<file path="src/rtl/pp_defs.svh">
// constants of the port 0 / port 1 block: offsets, reset values, bit slots
// assumes inclusion by bare name from the main module
`ifndef PP_DEFS_SVH
`define PP_DEFS_SVH
`define PP_SFR_LO       16'h0000
`define PP_SFR_HI       16'h003f
`define PP_OFF_P0_LATCH 16'h0000
`define PP_OFF_P1_LATCH 16'h0001
`define PP_OFF_P0_PINS  16'h0008
`define PP_OFF_P1_DIR   16'h000d
`define PP_P0_LATCH_RST 8'hff
`define PP_P1_LATCH_RST 8'h00
`define PP_P1_DIR_RST   8'h00
`define PP_IRQ0_BIT     0
`define PP_IDLE_BYTE    8'h00
`endif

</file>
<file path="src/rtl/pp_pkg.sv">
// types shared by the port 0 / port 1 block
// assumes nothing beyond the constants header
package pp_pkg;
	typedef logic [7:0] pp_byte_t;
	typedef enum logic [2:0] {
		PP_SEL_NONE,
		PP_SEL_P0_LATCH,
		PP_SEL_P1_LATCH,
		PP_SEL_P0_PINS,
		PP_SEL_P1_DIR
	} pp_sel_t;
endpackage

</file>
<file path="src/rtl/pp_port.sv">
// parallel port 0 and port 1 logic behind the special-function space
// assumes the cpu marks the first and second execution states with pulses
// Function
// - decode the whole special-function space from 0000h to 003fh
// - outputs latched per port, inputs unlatched, so sources hold data
// - pin levels are sampled in the first execution state of a read
// - output data changes in the second execution state of a write
// - reset sets all port 0 latch bits to one
// - port 0 latch address reads latch, pin address reads pins
// - port 0 bit 0 is port or interrupt input, port after reset
// - port 0 pins shared with interrupt, serial and timer signals
// - port 1 bit is input when direction is 0, output when 1
// - reset clears port 1 direction and port 1 latch
// - port 1 pins shared with interrupt, timer and divider functions
// - port 1 latch writes are taken whatever the direction
// - port 1 reads pins for inputs and latch for outputs
// - irq0 select 0 gives port, 1 gives interrupt with pin as input
`include "pp_defs.svh"
module pp_port (
	input  wire logic        clk,
	input  wire logic        nrst,
	input  wire logic [15:0] cpuAddr,
	input  wire logic        cpuRd,
	input  wire logic        cpuWr,
	input  wire logic        firstExecState,
	input  wire logic        secondExecState,
	input  wire logic [7:0]  cpuWdata,
	output logic      [7:0]  cpuRdata,
	output logic             cpuRdValid,
	output logic             sfrHit,
	output logic             portHit,
	input  wire logic        irq0PinSelect,
	input  wire logic [7:0]  p0AltOut,
	input  wire logic [7:0]  p0PinIn,
	output logic      [7:0]  p0PinOut,
	output logic      [7:0]  p0PinOe,
	output logic      [7:0]  p0AltIn,
	output logic             extIrqZeroN,
	input  wire logic [7:0]  p1AltOut,
	input  wire logic [7:0]  p1PinIn,
	output logic      [7:0]  p1PinOut,
	output logic      [7:0]  p1PinOe,
	output logic      [7:0]  p1AltIn
);
	pp_pkg::pp_byte_t p0Latch_q;
	pp_pkg::pp_byte_t p1Latch_q;
	pp_pkg::pp_byte_t p1Dir_q;
	pp_pkg::pp_byte_t rdata_q;
	logic             rdValid_q;
	pp_pkg::pp_byte_t p0Pins;
	pp_pkg::pp_byte_t p1Pins;
	pp_pkg::pp_byte_t p1Readback;
	pp_pkg::pp_byte_t rdMux;
	pp_pkg::pp_sel_t  regSel;
	logic             rdTake;
	logic             wrTake;

	function automatic logic offHit(input logic [15:0] a,
		input logic [15:0] off);
		offHit = (a == off);
	endfunction

	pp_sync u_sync0 (
		.clk  (clk),
		.nrst (nrst),
		.din  (p0PinIn),
		.dout (p0Pins)
	);

	pp_sync u_sync1 (
		.clk  (clk),
		.nrst (nrst),
		.din  (p1PinIn),
		.dout (p1Pins)
	);

	// window decode
	assign sfrHit = (cpuAddr >= `PP_SFR_LO) && (cpuAddr <= `PP_SFR_HI);
	assign regSel =
		offHit(cpuAddr, `PP_OFF_P0_LATCH) ? pp_pkg::PP_SEL_P0_LATCH :
		offHit(cpuAddr, `PP_OFF_P1_LATCH) ? pp_pkg::PP_SEL_P1_LATCH :
		offHit(cpuAddr, `PP_OFF_P0_PINS)  ? pp_pkg::PP_SEL_P0_PINS  :
		offHit(cpuAddr, `PP_OFF_P1_DIR)   ? pp_pkg::PP_SEL_P1_DIR   :
		pp_pkg::PP_SEL_NONE;
	assign portHit = sfrHit && (regSel != pp_pkg::PP_SEL_NONE);
	assign rdTake  = cpuRd && firstExecState && portHit;
	assign wrTake  = cpuWr && secondExecState && portHit;

	// port 1 readback per bit
	genvar i;
	generate
		for (i = 0; i < 8; i++) begin : g_p1rd
			assign p1Readback[i] = p1Dir_q[i] ? p1Latch_q[i] : p1Pins[i];
		end
	endgenerate

	always_comb begin
		case (regSel)
			pp_pkg::PP_SEL_P0_LATCH: rdMux = p0Latch_q;
			pp_pkg::PP_SEL_P1_LATCH: rdMux = p1Readback;
			pp_pkg::PP_SEL_P0_PINS:  rdMux = p0Pins;
			pp_pkg::PP_SEL_P1_DIR:   rdMux = p1Dir_q;
			default:                 rdMux = `PP_IDLE_BYTE;
		endcase
	end

	// read sampling, pins caught at the first execution state
	always_ff @(posedge clk or negedge nrst) begin
		if (!nrst) begin
			rdata_q   <= `PP_IDLE_BYTE;
			rdValid_q <= 1'b0;
		end else begin
			rdValid_q <= rdTake;
			if (rdTake) begin
				rdata_q <= rdMux;
			end
		end
	end

	// output latches and direction
	always_ff @(posedge clk or negedge nrst) begin
		if (!nrst) begin
			p0Latch_q <= `PP_P0_LATCH_RST;
			p1Latch_q <= `PP_P1_LATCH_RST;
			p1Dir_q   <= `PP_P1_DIR_RST;
		end else if (wrTake) begin
			case (regSel)
				pp_pkg::PP_SEL_P0_LATCH: p0Latch_q <= cpuWdata;
				pp_pkg::PP_SEL_P1_LATCH: p1Latch_q <= cpuWdata;
				pp_pkg::PP_SEL_P1_DIR:   p1Dir_q   <= cpuWdata;
				default: ;
			endcase
		end
	end

	assign cpuRdata   = rdata_q;
	assign cpuRdValid = rdValid_q;

	// port 0: pulls low where latch or alternate output is zero, except bit 0 while irq0 is selected
	pp_pkg::pp_byte_t p0Drive;
	assign p0Drive = p0Latch_q & p0AltOut;
	generate
		for (i = 0; i < 8; i++) begin : g_p0pin
			if (i == `PP_IRQ0_BIT) begin : g_irq
				assign p0PinOe[i] = ~irq0PinSelect & ~p0Drive[i];
			end else begin : g_plain
				assign p0PinOe[i] = ~p0Drive[i];
			end
		end
	endgenerate
	assign p0PinOut    = 8'h00;
	assign p0AltIn     = p0Pins;
	assign extIrqZeroN = irq0PinSelect ? p0Pins[`PP_IRQ0_BIT] : 1'b1;

	// port 1: push-pull per direction bit
	assign p1PinOut = p1Latch_q & p1AltOut;
	assign p1PinOe  = p1Dir_q;
	assign p1AltIn  = p1Pins;
endmodule // pp_port

</file>
<file path="src/rtl/pp_sync.sv">
// two flip-flop synchroniser for a byte of pin levels
// assumes pins are asynchronous to clk
module pp_sync (
	input  wire logic       clk,
	input  wire logic       nrst,
	input  wire logic [7:0] din,
	output logic      [7:0] dout
);
	logic [7:0] meta_q;

	always_ff @(posedge clk or negedge nrst) begin
		if (!nrst) begin
			meta_q <= 8'h00;
			dout   <= 8'h00;
		end else begin
			meta_q <= din;
			dout   <= meta_q;
		end
	end
endmodule // pp_sync

</file>
<file path="config.mk">
export PLATFORM = sky130hd
export DESIGN_NAME = pp_port
export DESIGN_NICKNAME = d
export VERILOG_FILES = /design/src/rtl/pp_pkg.sv /design/src/rtl/pp_port.sv /design/src/rtl/pp_sync.sv
export VERILOG_INCLUDE_DIRS = /design/src /design/src/rtl
export SDC_FILE = /design/constraint.sdc
export NUM_CORES = 1
export LEC_CHECK = 0
export ABC_AREA = 1
export BUFFER_PORTS_ARGS = -buffer_cell sky130_fd_sc_hd__clkbuf_2
export CORE_MARGIN = 3
export CORE_UTILIZATION = 40
export CTS_BUF_LIST = sky130_fd_sc_hd__clkbuf_8
export DETAILED_ROUTE_END_ITERATION = 8
export PLACE_DENSITY_LB_ADDON = 0.2
export SLEW_MARGIN = 0
export SYNTH_ARGS = -nofsm -noshare
export SYNTH_HDL_FRONTEND = slang
export SYNTH_HIERARCHICAL = 1
export SYNTH_SLANG_ARGS = --single-unit
export TNS_END_PERCENT = 10
</file>
<file path="constraint.sdc">
create_clock -name clk -period 3.5 [get_ports clk]
set_input_delay 0.7 -clock clk [delete_from_list [all_inputs] [get_ports clk]]
set_output_delay 0.7 -clock clk [all_outputs]
set_load 0.02 [all_outputs]
</file>
Word level (Yosys, flattened, before mapping)
Index checks and enable logic that the tools add are counted.

cells by class
  $lt $le $gt $ge = 2
  eq/ne operators = 7
  muxes and demuxes = 14
  bitwise logic cells = 12
  reduce and logical (&&, ||, !) cells = 11

operator list
  cell                   number
  $eq A16 B4 Y1 const B  2
  $pmux W8 S4            1
  $and A8 B8 Y8          2
  $eq A16 B1 Y1 const B  1
  $ge A16 B1 Y1 const B  1
  $le A16 B6 Y1 const B  1
  $logic_not A16 Y1      1
  $mux W3                4
  $mux W1                9
  $not A1 Y1             9
  $eq A3 B2 Y1 const B   2
  $logic_and A1 B1 Y1    6
  $reduce_and A2 Y1      3
  $eq A3 B1 Y1 const B   1
  $eq A3 B3 Y1 const B   1
  $reduce_bool A3 Y1     1
  $and A1 B1 Y1          1

storage, ports and cells
  flip-flop bits (word level) = 65
  input bits = 63
  output and inout bits = 60
  word-level logic and storage cells = 55

Depth between registers and ports, before layout
  depth after elaboration = 9
  gate-level depth with buffers = 10
  mapped depth without buffers = 10

Modules after synthesis
Netlist, hierarchy kept.

by module, submodules not included
  module   times used  cells each  area an instance (µm²)  seq. area each (µm²)
  pp_port  1           276         2029.4                  835.8
  pp_sync  2           16          400.4                   400.4

Worst setup path after synthesis
No wires, ideal clock.

  path type = in2out
  start = input cpuAddr[13]
  end = output sfrHit
  arrival time = 1612 ps
  data required time = 2800 ps
  slack = 1188 ps
  cell stages on the path = 5
  buffers on the path = 0
  path through = nor2_1 > nand2_1 > nor2_4 > inv_2 > nor3_1

between the ends
  cells in the longest elaborated chain, start to end = 2
  elaborated cells between the ends (all ways) = 3

ends and longest elaborated chain
  element                                                          line           source
  start: declaration                                               pp_port.sv:22  input wire logic [15:0] cpuAddr,
  $ge A16 B1 Y1 (no source line) or $le A16 B6 Y1 (tied branches)  --
  $logic_and A1 B1 Y1 (*)                                          pp_port.sv:78  assign sfrHit = (cpuAddr >= `PP_SFR_LO) && (cpuAddr <= `PP_SFR_HI);
  end: declaration                                                 pp_port.sv:30  output logic sfrHit,

Mark *: on every way between the ends. The rest lies on a longest branch, timed or not.

Worst setup path in the final report
  start = input cpuAddr[6]
  end = output portHit

between the ends
  cells in the longest elaborated chain, start to end = 7
  elaborated cells between the ends (all ways) = 13

ends and longest elaborated chain
  element                  line           source
  $eq A16 B4 Y1            pp_port.sv:60  offHit = (a == off);
  $mux W3                  pp_port.sv:83  offHit(cpuAddr, `PP_OFF_P1_DIR) ? pp_pkg::PP_SEL_P1_DIR :
  $mux W3                  pp_port.sv:82  offHit(cpuAddr, `PP_OFF_P0_PINS) ? pp_pkg::PP_SEL_P0_PINS :
  $mux W3                  pp_port.sv:81  offHit(cpuAddr, `PP_OFF_P1_LATCH) ? pp_pkg::PP_SEL_P1_LATCH :
  $mux W3                  pp_port.sv:80  offHit(cpuAddr, `PP_OFF_P0_LATCH) ? pp_pkg::PP_SEL_P0_LATCH :
  $reduce_bool A3 Y1       pp_port.sv:85  assign portHit = sfrHit && (regSel != pp_pkg::PP_SEL_NONE);
  $logic_and A1 B1 Y1 (*)  pp_port.sv:85
  end: declaration         pp_port.sv:31  output logic portHit,

Marks and branches as above.

==> impl_summary.txt <==
----------------------------------------------------
[Status]
  Run status ... complete, no violations

[Timing]
  Worst setup skew after layout ... 0.009969 ns
  Worst slack on hold paths ... 0.1867 ns
  Final hold violations ... 0
  Setup repair after global routing missed its margin ... false
  Slew Limit Fails ... 0
  Total negative slack for setup checks ... 0 ns
  Time the final worst path needs with I/O delays and setup ... 2.664 ns
  Setup violation total in the final timing report ... 0
  Fmax ... 375.3 MHz
  Share of the clock period used by the worst path ... 76.13%
  Worst-Margin Slew ... 0.7366 ns
  Max transition margin ... 50.84%

[Placed design]
  Placed Cells ... 514
  Final weighted congestion in routability-driven placement ... 0.7684
  Dpl cell area ... 3472 µm²
  Post-detailed-placement half-perimeter wirelength ... 5390 µm
  Count of buffers from port buffering ... 114

[Floorplanning]
  Initial Util ... 41.43%
  Vert. Die Dim ... 90.12 µm
  IO Pins ... 123
  Die area ... 8121 µm²
  Die width ... 90.12 µm
  Placeable Area ... 6832 µm²
  Number of rows created at floorplan ... 30

[Synthesis]
  EDFF count, synth ... 0
  Cell variety after synth ... 28
  Synth async-reset ratio ... 100.0%
  Cell type contributing the most total cell area after synthesis ... sky130_fd_sc_hd__dfrtp_1
  Cell area after technology mapping ... 2830 µm²
  Top cells by area, synth ... sky130_fd_sc_hd__dfrtp_1 (50%), sky130_fd_sc_hd__nand2_1 (11%), sky130_fd_sc_hd__dfstp_2 (7.4%)
  Sequential-to-total area share from yosys stat ... 57.82%
  Area share of the largest cell type after synthesis ... 50.40%
  Register bit count reported by yosys ... 65
  Ys Warns ... 6
  Primary flip-flop cell chosen by synthesis mapping ... sky130_fd_sc_hd__dfrtp_1
  Cells after synthesis ... 308
  Synth Area per Inst ... 9.189 µm²

[GRT]
  Vias in the first global route ... 2421
  Number of antenna violations at the first check in global routing ... 0
  Remaining global-route overflow ... 0
  Total track usage ... 17.50%
  Largest net degree at the start of global routing ... 34
  First-pass GRT wire length ... 11310 µm

[Detailed routing]
  Via-per-instance ratio ... 4.637
  Overall via count from detail_route ... 2453
  Drt first-iter violations ... 123
  Count of nets left with antenna violations after detail routing ... 0
  Number of optimization iterations in the first detailed-route pass ... 5
  Detail-routed net length per standard cell ... 13.03 µm
  Wire length after detailed routing ... 6894 µm
  DRC errors left ... 0

[Worst setup path]
  Worst EP required ... 2.80 ns
  Buffer and inverter count on the worst path ... 2
  Cell with the largest stage delay on the worst path ... sky130_fd_sc_hd__nor2_2
  Maximum fanout along the worst path ... 11
  Worst Path Arrival ... 1.96 ns
  Cell-by-cell trace of the critical path ... clkbuf_2 > nor2_2 > nand2_4 > nor2_2 > o21ai_1 > nand2_2 > clkbuf_2
  Worst R2R Setup Slack ... 2.39 ns
  CP top delay family ... simple AND/OR/NAND/NOR gates
  Nature of the critical path startpoint ... input pin
  Kind of end point of the critical path ... output port
  Longest individual stage delay on the worst path ... 0.34 ns
  Crit Path Class ... in2out

[Cells and area]
  Number of fill cells ... 694
  Final cell count without fillers ... 529
  Diode insertion count for antenna repair ... 0
  Fraction of layout instances using a drive strength above 1 ... 36.72%
  Summed area of non-filler cells in the final layout ... 3669 µm²
  Area grow syn2layout ... 29.62%
  Core utilization of the finished layout ... 53.70%
  Post-layout nets ... 492

[Clock network]
  Clk sinks ... 65
  Hold buffer count at CTS ... 0
  Master cell of the clock root buffer ... sky130_fd_sc_hd__clkbuf_8
  CTS Buffer Depth ... 2
  Clock-pin slew reported for the worst setup and hold paths after clock tree synthesis ... 0.06 ns
  Num CTS Buffers ... 9
  Latest clock arrival within the worst-skew pair ... 0.33 ns
  Total number of H-tree levels ... 3
  Clock tree from TritonCTS ... done
  Post-CTS Setup Inserts ... 0
  Count of cells resized by post-cts repair ... 0

[Pwr]
  Switching Share ... 22.93%
  Sw power ... 348.8 µW
  Leakage Power ... 2.100 nW
  Clock group share of total power ... 41.0%
  Sequential group share of total power ... 51.2%
  Internal power ... 1.172 mW
  Maximum vdd ir drop ... 0.2482 mV
  Power per standard cell area ... 414.6 nW/µm²
  Power share of the combinational group ... 7.8%

[Flow run]
  Maximum capacitance violations ... 0

[Worst hold path]
  Worst min-delay path class ... in2async

----------------------------------------------------
==> state kept, by name (all words and copies together), names as in the netlist <==
signal,count
cpuRdata,8
p0Latch_q,8
p1Latch_q,8
p1PinOe,8
u_sync0/dout,8
u_sync0/meta_q,8
u_sync1/dout,8
u_sync1/meta_q,8
cpuRdValid,1
==> final timing paths <==
| kind | startpoint | to | cells after the start |
|---|---|---|---|
| min in group clk | u_sync0/meta_q[7] | u_sync0/dout[7] | 0 |
| setup / recovery | cpuAddr[6] | portHit | 7 |
| max in group asynchronous | nrst | p0Latch_q[7] | 2 |
| hold reg to reg | u_sync0/meta_q[7] | u_sync0/dout[7] | 0 |
| hold / removal | nrst | u_sync0/meta_q[2] | 1 |
| setup reg to reg | p1PinOe[6] | cpuRdata[6] | 5 |
==> worst register-to-register path, delay by kind of cell, from the launching register on <==
| kind | cells | cell delay (ns) |
|---|---|---|
| AOI/OAI and AO/OA | 1 | 0.26 |
| DFF | 1 | 0.43 |
| and+or+nand+nor | 4 | 0.38 |
==> per-stage QoR <==
stage          power (mW)  worst slack [ns]
4_1_cts             1.542            0.8268
6_report            1.521            0.8356
5_1_grt             1.588            0.6817
3_5_place_dp       0.9131            0.8382
3_3_place_gp       0.9113            0.8822
2_1_floorplan      0.8433             1.188
==> cell families (layout without fill, tap and decap cells) <==
family	after synthesis	count (layout)	synth area share (%)
flip-flops	65	65	57.82
AND/OR/NAND/NOR	160	160	28.07
AO/OA/AOI/OAI	27	27	5.040
buffers and inverters	55	173	8.930
other	1	8	0.1325
==> layout make-up <==
| type | instances | area, µm² | area share (%) |
|---|---|---|---|
| clock buffers | 11 | 151.4 | 4.127 |
| clock inverters | 4 | 45.04 | 1.228 |
| inverters | 41 | 155.1 | 4.229 |
| multi-input cells | 195 | 967.2 | 26.36 |
| flip-flops and latches | 65 | 1637 | 44.61 |
| well taps | 96 | 120.1 | 3.274 |
| repair buffers | 117 | 593.1 | 16.17 |
==> layout by cell type, fill, tap and decap left out, types with 11 or more instances in the layout <==
| cell | count |
|---|---|
| sky130_fd_sc_hd__clkbuf_8 | 11 |
| sky130_fd_sc_hd__nand2_1 | 86 |
| sky130_fd_sc_hd__nand3_1 | 33 |
| sky130_fd_sc_hd__clkbuf_2 | 113 |
| sky130_fd_sc_hd__o21ai_0 | 16 |
| sky130_fd_sc_hd__dfrtp_1 | 57 |
| sky130_fd_sc_hd__inv_1 | 40 |
| sky130_fd_sc_hd__nand4_1 | 16 |
==> routing by layer <==
layer | global-route usage, % | up-vias | share of wire (%)
met5 | 0 | - | 0
met4 | 6.122 | 0 | 1.1
met3 | 6.527 | 7 | 8.8
met2 | 28.31 | 99 | 48
met1 | 21.50 | 1124 | 42
li1 | - | 1223 | -
==> power by group through the flow <==
stage | Sequential, mW | Combinational (mW) | Clock (mW)
after floorplan | 0.803 | 0.0407 | 0
after global placement | 0.792 | 0.119 | 0
after detailed placement | 0.793 | 0.120 | 0
after CTS | 0.779 | 0.121 | 0.642
after global routing | 0.780 | 0.132 | 0.675
final | 0.779 | 0.118 | 0.623
==> synthesized netlist by cell type (2+ instances only) <==
library cell,number
sky130_fd_sc_hd__nand2_1,86
sky130_fd_sc_hd__o21ai_1,8
sky130_fd_sc_hd__o21ai_2,2
sky130_fd_sc_hd__nand2_2,5
sky130_fd_sc_hd__buf_6,2
sky130_fd_sc_hd__dfstp_2,8
sky130_fd_sc_hd__inv_1,38
sky130_fd_sc_hd__nor2_4,2
sky130_fd_sc_hd__buf_4,8
sky130_fd_sc_hd__o21ai_0,16
sky130_fd_sc_hd__nor2_2,4
sky130_fd_sc_hd__dfrtp_1,57
sky130_fd_sc_hd__nand3_1,33
sky130_fd_sc_hd__clkbuf_1,4
sky130_fd_sc_hd__nor2_1,7
sky130_fd_sc_hd__nand4_1,16
Note: power is estimated with default switching activity, not from simulation.
